$ cat src/hw/ata_cmd_pkg.sv
// Package for the command decoder: opcodes, command classes, masks, constants.
// Assumes a single 100 MHz clock domain and an 8-bit task-file command byte.
package ata_cmd_pkg;

  localparam logic [7:0] OP_NOP         = 8'h00;
  localparam logic [7:0] OP_REQ_SENSE   = 8'h03;
  localparam logic [7:0] OP_READ_SEC    = 8'h20;
  localparam logic [7:0] OP_READ_SEC_NR = 8'h21;
  localparam logic [7:0] OP_WRITE_SEC   = 8'h30;
  localparam logic [7:0] OP_WRITE_SECNR = 8'h31;
  localparam logic [7:0] OP_WRITE_NOERS = 8'h38;
  localparam logic [7:0] OP_WRITE_VER   = 8'h3C;
  localparam logic [7:0] OP_VERIFY      = 8'h40;
  localparam logic [7:0] OP_VERIFY_NR   = 8'h41;
  localparam logic [7:0] OP_FORMAT      = 8'h50;
  localparam logic [7:0] OP_TRANSLATE   = 8'h87;
  localparam logic [7:0] OP_DIAG        = 8'h90;
  localparam logic [7:0] OP_INIT_PARAM  = 8'h91;
  localparam logic [7:0] OP_STBY_IMM_A  = 8'h94;
  localparam logic [7:0] OP_IDLE_IMM_A  = 8'h95;
  localparam logic [7:0] OP_STBY_A      = 8'h96;
  localparam logic [7:0] OP_IDLE_A      = 8'h97;
  localparam logic [7:0] OP_CHK_PWR_A   = 8'h98;
  localparam logic [7:0] OP_SLEEP_A     = 8'h99;
  localparam logic [7:0] OP_HEALTH      = 8'hB0;
  localparam logic [7:0] OP_ERASE       = 8'hC0;
  localparam logic [7:0] OP_READ_MULT   = 8'hC4;
  localparam logic [7:0] OP_WRITE_MULT  = 8'hC5;
  localparam logic [7:0] OP_SET_MULT    = 8'hC6;
  localparam logic [7:0] OP_READ_DMA    = 8'hC8;
  localparam logic [7:0] OP_READ_DMA_NR = 8'hC9;
  localparam logic [7:0] OP_WRITE_DMA   = 8'hCA;
  localparam logic [7:0] OP_WRITE_DMANR = 8'hCB;
  localparam logic [7:0] OP_WMULT_NOERS = 8'hCD;
  localparam logic [7:0] OP_STBY_IMM    = 8'hE0;
  localparam logic [7:0] OP_IDLE_IMM    = 8'hE1;
  localparam logic [7:0] OP_STBY        = 8'hE2;
  localparam logic [7:0] OP_IDLE        = 8'hE3;
  localparam logic [7:0] OP_READ_BUF    = 8'hE4;
  localparam logic [7:0] OP_CHK_PWR     = 8'hE5;
  localparam logic [7:0] OP_SLEEP       = 8'hE6;
  localparam logic [7:0] OP_FLUSH       = 8'hE7;
  localparam logic [7:0] OP_WRITE_BUF   = 8'hE8;
  localparam logic [7:0] OP_IDENTIFY    = 8'hEC;
  localparam logic [7:0] OP_SET_FEAT    = 8'hEF;
  localparam logic [3:0] NIB_RECAL      = 4'h1;
  localparam logic [3:0] NIB_SEEK       = 4'h7;

  // Parameter-use mask bits: feature, count, sector, track, head, lba
  localparam int USE_FR = 0;
  localparam int USE_SC = 1;
  localparam int USE_SN = 2;
  localparam int USE_CY = 3;
  localparam int USE_HD = 4;
  localparam int USE_LBA = 5;

  // Drive/head layout
  localparam int DH_LBA_BIT = 6;
  localparam int DH_DRV_BIT = 4;

  // Status bits presented to the host
  localparam int ST_ERR = 0;
  localparam int ST_DRQ = 3;
  localparam int ST_DRDY = 6;
  localparam int ST_BSY = 7;
  localparam logic [7:0] STATUS_RESET = 8'h00;
  localparam logic [7:0] ERROR_ABORT  = 8'h04;
  localparam logic [7:0] ERROR_UNC    = 8'h40;

  localparam int BLOCK_BYTES   = 512;
  localparam int ECC_MAX_BITS  = 8;
  localparam int CLK_MHZ       = 100;
  localparam int DONE_TIME_NS  = 50;
  localparam int DONE_CYCLES   = (DONE_TIME_NS * CLK_MHZ + 999) / 1000;

  typedef enum logic [4:0] {
    CLS_NONE, CLS_READ, CLS_WRITE, CLS_VERIFY, CLS_HEALTH, CLS_POWER,
    CLS_DIAG, CLS_IDENT, CLS_FEAT, CLS_SETMULT, CLS_RECAL, CLS_SEEK,
    CLS_INIT, CLS_TRANS, CLS_ERASE, CLS_FORMAT, CLS_FLUSH, CLS_BUF, CLS_SENSE,
    CLS_BAD
  } cmd_class_type;

  typedef enum logic [2:0] {
    PWR_CHECK, PWR_IDLE, PWR_IDLE_IMM, PWR_STBY, PWR_STBY_IMM, PWR_SLEEP
  } power_op_type;

endpackage : ata_cmd_pkg

$ cat src/hw/ata_command_decoder.sv
// Command decoder and media-management sequencer of a flash card task file.
// Assumes the host task-file logic delivers register values and a one-cycle
// command strobe on clk_in; the media engine answers with done/ecc pulses.
// How it works
// - B0h starts a health read returning stored health data to the host.
// - Each 512-byte block result carries BCH check; up to eight bits corrected.
// - Unusable block is retired and its data relocated to a spare block.
// - Writes go to the least-worn block chosen by per-block erase counters.
// - Low-supply trip starts cache write-back to flash once the sequencer is in the ready state.
// - After interrupted write-back, power-up checks segments and restores old copy.
// - Only logical block addressing is used; CHS form gets the command aborted.
// - Each command latches the drive bit, plus only the parameter registers its table entry marks valid.
// - D commands use only drive select; Y commands also use the head field.
// - Read, read multiple, read DMA and read-verify opcodes decode to read classes.
// - Write, multiple, DMA, verify and no-erase write opcodes decode to write.
// - Power commands decode under both opcode sets; idle timer from count.
// - 91H initializes parameters, 87H translates a full address.
`timescale 1ns/1ps
`default_nettype none
module ata_command_decoder
  import ata_cmd_pkg::*;
#(
  parameter int BLOCKS = 16,
  parameter int BW     = 4
) (
  input  wire logic        clk_in,
  input  wire logic        reset_in,
  input  wire logic        cmd_strobe_in,
  input  wire logic [7:0]  cmd_code_in,
  input  wire logic [7:0]  feature_param_reg_in,
  input  wire logic [7:0]  transfer_count_reg_in,
  input  wire logic [7:0]  start_sector_reg_in,
  input  wire logic [15:0] track_number_regs_in,
  input  wire logic [7:0]  drive_select_head_reg_in,
  input  wire logic        low_supply_in,
  input  wire logic        media_done_in,
  input  wire logic        media_bad_block_in,
  input  wire logic [3:0]  ecc_err_bits_in,
  input  wire logic        writeback_pending_in,
  output logic [7:0]       status_out,
  output logic [7:0]       error_out,
  output logic [4:0]       cmd_class_out,
  output logic [2:0]       power_op_out,
  output logic             media_go_out,
  output logic [27:0]      lba_out,
  output logic [7:0]       count_out,
  output logic [7:0]       feature_out,
  output logic             drive_sel_out,
  output logic [3:0]       head_out,
  output logic [BW-1:0]    target_block_out,
  output logic             ecc_corrected_out,
  output logic             writeback_out,
  output logic             restore_out,
  output logic             idle_timer_load_out
);

  typedef enum logic [2:0] {S_BOOT, S_RESTORE, S_READY, S_BUSY, S_SAVE} state_type;

  function automatic cmd_class_type decode(input logic [7:0] op);
    if (op[7:4] == NIB_RECAL) return CLS_RECAL;
    if (op[7:4] == NIB_SEEK) return CLS_SEEK;
    case (op)
      OP_READ_SEC, OP_READ_SEC_NR, OP_READ_MULT, OP_READ_DMA, OP_READ_DMA_NR:
        return CLS_READ;
      OP_VERIFY, OP_VERIFY_NR: return CLS_VERIFY;
      OP_WRITE_SEC, OP_WRITE_SECNR, OP_WRITE_NOERS, OP_WRITE_VER, OP_WRITE_MULT,
      OP_WRITE_DMA, OP_WRITE_DMANR, OP_WMULT_NOERS: return CLS_WRITE;
      OP_CHK_PWR, OP_CHK_PWR_A, OP_IDLE, OP_IDLE_A, OP_IDLE_IMM, OP_IDLE_IMM_A,
      OP_STBY, OP_STBY_A, OP_STBY_IMM, OP_STBY_IMM_A, OP_SLEEP, OP_SLEEP_A:
        return CLS_POWER;
      OP_HEALTH:     return CLS_HEALTH;
      OP_DIAG:       return CLS_DIAG;
      OP_IDENTIFY:   return CLS_IDENT;
      OP_SET_FEAT:   return CLS_FEAT;
      OP_SET_MULT:   return CLS_SETMULT;
      OP_INIT_PARAM: return CLS_INIT;
      OP_TRANSLATE:  return CLS_TRANS;
      OP_ERASE:      return CLS_ERASE;
      OP_FORMAT:     return CLS_FORMAT;
      OP_FLUSH:      return CLS_FLUSH;
      OP_READ_BUF, OP_WRITE_BUF: return CLS_BUF;
      OP_REQ_SENSE:  return CLS_SENSE;
      OP_NOP:        return CLS_NONE;
      default:       return CLS_BAD;
    endcase
  endfunction : decode

  // Which parameter registers each class reads
  function automatic logic [5:0] use_mask(input cmd_class_type c);
    case (c)
      CLS_READ, CLS_WRITE, CLS_VERIFY, CLS_ERASE, CLS_TRANS: return 6'h3E;
      CLS_SEEK:    return 6'h3C;
      CLS_FORMAT:  return 6'h3A;
      CLS_INIT:    return 6'h12;
      CLS_HEALTH:  return 6'h0F;
      CLS_FEAT:    return 6'h01;
      CLS_SETMULT, CLS_POWER: return 6'h02;
      default:     return 6'h00;
    endcase
  endfunction : use_mask

  function automatic power_op_type power_op(input logic [7:0] op);
    case (op)
      OP_IDLE, OP_IDLE_A:         return PWR_IDLE;
      OP_IDLE_IMM, OP_IDLE_IMM_A: return PWR_IDLE_IMM;
      OP_STBY, OP_STBY_A:         return PWR_STBY;
      OP_STBY_IMM, OP_STBY_IMM_A: return PWR_STBY_IMM;
      OP_SLEEP, OP_SLEEP_A:       return PWR_SLEEP;
      default:                    return PWR_CHECK;
    endcase
  endfunction : power_op

  // Supply detector is asynchronous to clk_in
  logic [1:0] low_sync_q, low_sync_d;
  logic [1:0] pend_sync_q, pend_sync_d;
  logic [1:0] primed_q, primed_d;
  always_comb begin
    low_sync_d  = {low_sync_q[0], low_supply_in};
    pend_sync_d = {pend_sync_q[0], writeback_pending_in};
    primed_d    = {primed_q[0], 1'b1};
  end
  always_ff @(posedge clk_in or posedge reset_in) begin
    if (reset_in) begin
      low_sync_q  <= 2'b00;
      pend_sync_q <= 2'b00;
      primed_q    <= 2'b00;
    end else begin
      low_sync_q  <= low_sync_d;
      pend_sync_q <= pend_sync_d;
      primed_q    <= primed_d;
    end
  end
  wire logic low_supply = low_sync_q[1];

  state_type   state_q, state_d;
  logic [7:0]  status_q, status_d, error_q, error_d;
  logic [4:0]  class_q, class_d;
  logic [2:0]  pwr_q, pwr_d;
  logic        go_q, go_d;
  logic [27:0] lba_q, lba_d;
  logic [7:0]  cnt_q, cnt_d, feat_q, feat_d;
  logic        drv_q, drv_d;
  logic [3:0]  head_q, head_d;
  logic [BW-1:0] tgt_q, tgt_d;
  logic        eccc_q, eccc_d, wb_q, wb_d, rst_q, rst_d, itl_q, itl_d;
  logic [15:0] wear_q [BLOCKS];
  logic [BLOCKS-1:0] retired_q, retired_d;
  logic [15:0] wear_d [BLOCKS];

  // Least-worn usable block; retired blocks are skipped, block 0 is returned if none is usable
  function automatic logic [BW-1:0] least_worn(input logic [15:0] w [BLOCKS],
                                               input logic [BLOCKS-1:0] r);
    logic [BW-1:0] best;
    logic [15:0]   bw;
    best = '0;
    bw   = 16'hFFFF;
    for (int i = 0; i < BLOCKS; i++) begin
      if (!r[i] && w[i] < bw) begin
        bw   = w[i];
        best = BW'(i);
      end
    end
    return best;
  endfunction : least_worn

  always_comb begin
    cmd_class_type c;
    logic [5:0]    m;
    c = decode(cmd_code_in);
    m = use_mask(c);
    state_d = state_q;
    status_d = status_q;
    error_d = error_q;
    class_d = class_q;
    pwr_d = pwr_q;
    go_d = 1'b0;
    lba_d = lba_q;
    cnt_d = cnt_q;
    feat_d = feat_q;
    drv_d = drv_q;
    head_d = head_q;
    tgt_d = tgt_q;
    eccc_d = 1'b0;
    wb_d = 1'b0;
    rst_d = 1'b0;
    itl_d = 1'b0;
    retired_d = retired_q;
    for (int i = 0; i < BLOCKS; i++) wear_d[i] = wear_q[i];
    case (state_q)
      S_BOOT: begin
        status_d[ST_BSY] = 1'b1;
        // Pending flag means nothing until the synchroniser has filled
        if (!primed_q[1]) begin
          state_d = S_BOOT;
        end else if (pend_sync_q[1]) begin
          rst_d = 1'b1;
          go_d = 1'b1;
          state_d = S_RESTORE;
        end else begin
          status_d = 8'h00;
          status_d[ST_DRDY] = 1'b1;
          state_d = S_READY;
        end
      end
      S_RESTORE: if (media_done_in) begin
        status_d = 8'h00;
        status_d[ST_DRDY] = 1'b1;
        state_d = S_READY;
      end
      S_READY: begin
        if (low_supply) begin
          wb_d = 1'b1;
          go_d = 1'b1;
          status_d[ST_BSY] = 1'b1;
          state_d = S_SAVE;
        end else if (cmd_strobe_in) begin
          error_d = 8'h00;
          status_d = 8'h00;
          status_d[ST_DRDY] = 1'b1;
          pwr_d = power_op(cmd_code_in);
          itl_d = (c == CLS_POWER) && (power_op(cmd_code_in) == PWR_IDLE);
          drv_d = drive_select_head_reg_in[DH_DRV_BIT];
          head_d = m[USE_HD] ? drive_select_head_reg_in[3:0] : 4'h0;
          feat_d = m[USE_FR] ? feature_param_reg_in : 8'h00;
          cnt_d = m[USE_SC] ? transfer_count_reg_in : 8'h00;
          lba_d = 28'h0;
          if (m[USE_HD]) lba_d[27:24] = drive_select_head_reg_in[3:0];
          if (m[USE_CY]) lba_d[23:8] = track_number_regs_in;
          if (m[USE_SN]) lba_d[7:0] = start_sector_reg_in;
          if (c == CLS_BAD || (m[USE_LBA] && !drive_select_head_reg_in[DH_LBA_BIT])) begin
            status_d[ST_ERR] = 1'b1;
            error_d = ERROR_ABORT;
            class_d = CLS_BAD;
          end else begin
            class_d = c;
            if (c == CLS_WRITE || c == CLS_ERASE || c == CLS_FORMAT)
              tgt_d = least_worn(wear_q, retired_q);
            go_d = 1'b1;
            status_d[ST_BSY] = 1'b1;
            state_d = S_BUSY;
          end
        end
      end
      S_BUSY: if (media_done_in) begin
        status_d[ST_BSY] = 1'b0;
        if (class_q == CLS_WRITE || class_q == CLS_ERASE || class_q == CLS_FORMAT)
          wear_d[tgt_q] = wear_q[tgt_q] + 16'h0001;
        if (media_bad_block_in) begin
          retired_d[tgt_q] = 1'b1;
          tgt_d = least_worn(wear_q, retired_d);
          go_d = 1'b1;
          status_d[ST_BSY] = 1'b1;
        end else if (ecc_err_bits_in > 4'(ECC_MAX_BITS)) begin
          status_d[ST_ERR] = 1'b1;
          error_d = ERROR_UNC;
          state_d = S_READY;
        end else begin
          eccc_d = ecc_err_bits_in != 4'h0;
          status_d[ST_DRQ] = class_q == CLS_READ || class_q == CLS_HEALTH;
          state_d = S_READY;
        end
      end
      S_SAVE: if (media_done_in) begin
        status_d[ST_BSY] = 1'b0;
        state_d = S_READY;
      end
      default: state_d = S_BOOT;
    endcase
  end

  always_ff @(posedge clk_in or posedge reset_in) begin
    if (reset_in) begin
      state_q <= S_BOOT;
      status_q <= STATUS_RESET;
      error_q <= 8'h00;
      class_q <= CLS_NONE;
      pwr_q <= PWR_CHECK;
      go_q <= 1'b0;
      lba_q <= 28'h0;
      cnt_q <= 8'h00;
      feat_q <= 8'h00;
      drv_q <= 1'b0;
      head_q <= 4'h0;
      tgt_q <= '0;
      eccc_q <= 1'b0;
      wb_q <= 1'b0;
      rst_q <= 1'b0;
      itl_q <= 1'b0;
      retired_q <= '0;
      for (int i = 0; i < BLOCKS; i++) wear_q[i] <= 16'h0000;
    end else begin
      state_q <= state_d;
      status_q <= status_d;
      error_q <= error_d;
      class_q <= class_d;
      pwr_q <= pwr_d;
      go_q <= go_d;
      lba_q <= lba_d;
      cnt_q <= cnt_d;
      feat_q <= feat_d;
      drv_q <= drv_d;
      head_q <= head_d;
      tgt_q <= tgt_d;
      eccc_q <= eccc_d;
      wb_q <= wb_d;
      rst_q <= rst_d;
      itl_q <= itl_d;
      retired_q <= retired_d;
      for (int i = 0; i < BLOCKS; i++) wear_q[i] <= wear_d[i];
    end
  end

  assign status_out = status_q;
  assign error_out = error_q;
  assign cmd_class_out = class_q;
  assign power_op_out = pwr_q;
  assign media_go_out = go_q;
  assign lba_out = lba_q;
  assign count_out = cnt_q;
  assign feature_out = feat_q;
  assign drive_sel_out = drv_q;
  assign head_out = head_q;
  assign target_block_out = tgt_q;
  assign ecc_corrected_out = eccc_q;
  assign writeback_out = wb_q;
  assign restore_out = rst_q;
  assign idle_timer_load_out = itl_q;

  property p_bad_abort;
    @(posedge clk_in) disable iff (reset_in)
      (state_q == S_READY && !low_supply && cmd_strobe_in && decode(cmd_code_in) == CLS_BAD)
      |=> (status_q[ST_ERR] && error_q == ERROR_ABORT && !go_q);
  endproperty
  a_bad_abort: assert property (p_bad_abort) else $error("bad opcode not aborted");

  property p_chs_abort;
    @(posedge clk_in) disable iff (reset_in)
      (state_q == S_READY && !low_supply && cmd_strobe_in &&
       decode(cmd_code_in) == CLS_READ && !drive_select_head_reg_in[DH_LBA_BIT])
      |=> (status_q[ST_ERR] && !go_q);
  endproperty
  a_chs_abort: assert property (p_chs_abort) else $error("chs address accepted");

  property p_save;
    @(posedge clk_in) disable iff (reset_in)
      (state_q == S_READY && low_supply) |=> (wb_q && go_q && state_q == S_SAVE);
  endproperty
  a_save: assert property (p_save) else $error("write-back not started");

  property p_restore;
    @(posedge clk_in) disable iff (reset_in)
      (state_q == S_BOOT && primed_q[1] && pend_sync_q[1])
      |=> (rst_q && go_q && state_q == S_RESTORE);
  endproperty
  a_restore: assert property (p_restore) else $error("restore not started");

  property p_head_d;
    @(posedge clk_in) disable iff (reset_in)
      (state_q == S_READY && !low_supply && cmd_strobe_in && cmd_code_in == OP_IDENTIFY)
      |=> (head_q == 4'h0 && lba_q == 28'h0);
  endproperty
  a_head_d: assert property (p_head_d) else $error("head used for D command");

  property p_feat;
    @(posedge clk_in) disable iff (reset_in)
      (state_q == S_READY && !low_supply && cmd_strobe_in && cmd_code_in == OP_SET_FEAT)
      |=> (feat_q == $past(feature_param_reg_in) && cnt_q == 8'h00);
  endproperty
  a_feat: assert property (p_feat) else $error("feature not latched");

  property p_seek;
    @(posedge clk_in) disable iff (reset_in)
      (state_q == S_READY && !low_supply && cmd_strobe_in && cmd_code_in[7:4] == NIB_SEEK
       && drive_select_head_reg_in[DH_LBA_BIT])
      |=> (class_q == CLS_SEEK && go_q && lba_q[7:0] == $past(start_sector_reg_in));
  endproperty
  a_seek: assert property (p_seek) else $error("seek not decoded");

  property p_health;
    @(posedge clk_in) disable iff (reset_in)
      (state_q == S_BUSY && media_done_in && class_q == CLS_HEALTH && !media_bad_block_in
       && ecc_err_bits_in <= 4'(ECC_MAX_BITS)) |=> status_q[ST_DRQ];
  endproperty
  a_health: assert property (p_health) else $error("health data not offered");

  property p_uncorr;
    @(posedge clk_in) disable iff (reset_in)
      (state_q == S_BUSY && media_done_in && !media_bad_block_in &&
       ecc_err_bits_in > 4'(ECC_MAX_BITS)) |=> (error_q == ERROR_UNC && !eccc_q);
  endproperty
  a_uncorr: assert property (p_uncorr) else $error("ecc limit wrong");

  property p_retire;
    @(posedge clk_in) disable iff (reset_in)
      (state_q == S_BUSY && media_done_in && media_bad_block_in)
      |=> (retired_q[$past(tgt_q)] && go_q && tgt_q != $past(tgt_q));
  endproperty
  a_retire: assert property (p_retire) else $error("bad block not relocated");

endmodule : ata_command_decoder
`default_nettype wire

$ cat config.mk
export PLATFORM = sky130hd
export DESIGN_NAME = ata_command_decoder
export DESIGN_NICKNAME = d
export VERILOG_FILES = /design/src/hw/ata_cmd_pkg.sv /design/src/hw/ata_command_decoder.sv
export SDC_FILE = /design/constraint.sdc
export NUM_CORES = 2
export LEC_CHECK = 0
export ABC_AREA = 1
export BUFFER_PORTS_ARGS = -buffer_cell sky130_fd_sc_hd__buf_2
export CORE_MARGIN = 3
export CORE_UTILIZATION = 55
export DETAILED_ROUTE_END_ITERATION = 8
export GPL_TIMING_DRIVEN = 0
export PLACE_DENSITY = 0.78
export SYNTH_ARGS = -nofsm -noshare
export SYNTH_HDL_FRONTEND = slang
export SYNTH_SLANG_ARGS = --single-unit
export TNS_END_PERCENT = 20
$ cat constraint.sdc
create_clock -name clk_in -period 54.4 [get_ports clk_in]
set_input_delay 8.16 -clock clk_in [delete_from_list [all_inputs] [get_ports clk_in]]
set_output_delay 8.16 -clock clk_in [all_outputs]
set_load 0.01 [all_outputs]
==> out/qor.yml <==
hold_buffers: 0
setup_violations: 0
syn-mean-instance-area_um2: 6.78
final_nets: 5351
clock_skew_ns: 0.0221
cts_buffers: 42
crit_slowest_cell: "nor3_1"
fin_area_um2: 34900
period_share: 0.654
synth_top_cell_area_share: 0.275
required_ns: 54.92
drive_gt1_frac: 0.0711
place_area_um2: 33500
rows: 87
relSlewSlack: -0.00754
die_h_um: 246
drt_first_pass_iters: 7
layout_common_cells: "1,387 x nand2_1, 724 x o21ai_0, 406 x ha_1"
ys.warnings.count: 0
layout_commonest_cell: "nand2_1"
ant_nets: 0
pin_count: 149
core_um2: 56700
synth_flop_cell: "dfrtp_1"
insertion_delay_ns: 0.59
die_x_um: 246
finalWorstSetupSlack_ns: 18.84
track_usage: 0.413
critPathMaxFanout: 10
cpLargestDelayFamily: "compound AO/OA/AOI/OAI gates"
antenna_found_initial: 8
grt_pass1_wl_um: 191000
r2r-start: "wear_q[245]"
synth_edf_count: 0
ctsResizeCount: 0
crit_start: "wear_q[245]"
grt_pass1_vias: 32465
clkSlewWorstSetupHoldPaths_ns: 0.06
synth_cell_types: 56
netlist_top_cells_area: "dfrtp_1 28%, nand2_1 16%, ha_1 16%"
grt_start_max_net_pins: 105
drv_cap: 1
hold_path.class: "register to register"
place_ws_ns: 19.99
ys_seq_area_frac: 0.275
end_kind: "register"
io_buffer_count: 136
cts_tree: "yes"
routed_wl_um: 127000
gp_congestion: 1.05
rsz0062_at_grt: "no"
cts_sinks: 349
crit_top_cell: "clkbuf_1"
min-delay-start: "primed_q[0]"
h-tree-depth: 2
crit_arrival_ns: 36.08
via_per_inst: 6.13
critPathMaxStageDelay_ns: 0.81
synthArstFlopShare: 1.00
clock.fmax_mhz: 28.1
cts_buffer_depth: 3
dieArea_um2: 60600
violations: "max-capacitance violations, max-slew violations"
cts-root-buf: "clkbuf_16"
slew_violations: 8
drtIter0Drc: 3779
drc: 0
syn_to_final_growth_pct: 10.1
start_util: 0.559
hold_viol: 0
cp_num_buf_inv: 31
gr-total-overflow: 0
yosys_register_bits: 349
critPathLaunchType: "register"
finish.utilization: 0.616
dp_hpwl_um: 99700
totalNegativeSetupSlack_ns: 0
outcome: "complete, but fails checks"
period_minus_slack_ns: 35.56
synth_area_um2: 31700
crit_type: "register to register"
avgRoutedWirePerCell_um: 22.5
tightestPinTransition_ns: 1.51
via_count: 34724
postCtsSetupRepairBufs: 0
yosys.area.top_type: "dfrtp_1"
synthCells: 4681
==> routing by layer <==
metal  routed length (um)  up-vias  track usage
met4                 8730        2        0.235
met2                54700     1909        0.642
li1                     -    16231            -
met3                14100      434        0.103
met1                49700    16148        0.524
met5                   14        -            0
==> cells in the mapped netlist (3+ instances only) <==
cell type	n
buf_2	12
o31ai_1	3
buf_6	10
nand2_1	1387
nand3_2	4
nand4_1	52
nor2_1	271
nand2_4	6
inv_1	395
nor4b_1	4
nor3_1	35
a211oi_1	38
xor2_1	7
a21oi_1	161
ha_1	406
buf_1	25
nand3_1	256
inv_2	18
a22oi_1	44
a2111o_1	3
or4_1	3
clkbuf_1	156
buf_4	18
nand3b_1	14
nor2_2	4
xnor2_1	5
o22ai_1	86
a31oi_1	11
o211a_1	4
o211ai_1	8
a2111oi_0	15
o21bai_1	38
dfrtp_1	349
o21ai_0	724
nand2_2	59
nor4_1	10
a211o_1	13
==> flip-flops by register name, summed over array words and instances (netlist names), 3 cells and up <==
register,flops
status_out,4
count_out,8
retired_q,16
power_op_out,3
lba_out,28
cmd_class_out,5
target_block_out,4
state_q,3
feature_out,8
wear_q,256
==> path summary, 6_finish.rpt <==
kind | depth (start not counted) | slack (ns) | end
worst max-delay path | 133 | 18.84 | target_block_out[0]
worst min-delay path | 0 | 0.35 | primed_q[1]
worst max register to register | 133 | 18.84 | target_block_out[0]
worst min register to register | 0 | 0.35 | primed_q[1]
max in group asynchronous | 5 | 44.95 | wear_q[19]
min in group asynchronous | 2 | 7.68 | writeback_out
==> cell type report <==
class | instances | area [um^2]
Sequential cell | 349 | 8730
Fill cell | 5388 | 21800
Multi-Input combinational cell | 3704 | 20500
Antenna cell | 1 | 2.50
Clock buffer | 52 | 1140
Tap cell | 756 | 946
Clock inverter | 22 | 244
Buffer | 222 | 1000
Timing Repair Buffer | 144 | 810
Inverter | 415 | 1570
==> logic make-up after synthesis <==
logic type | Yosys count | synth area share
fa+ha+maj | 406 | 0.160
mux | 1 | 0.000315
buf+inv | 637 | 0.0806
simple gates | 2109 | 0.276
other cells | 2 | 0.000237
compound gates | 1165 | 0.204
xor+xnor | 12 | 0.00331
flops | 349 | 0.275
==> stage by stage <==
step                hold slack [ns]  instances
floorplan                     0.331       4690
global placement              0.334       5582
detailed placement            0.339       5590
CTS                           0.353       5664
global route                  0.365       5665
finish                        0.352       5665
Power is not shown: default switching activity piles up to over one toggle a cycle in this logic, so the estimate is an artifact.
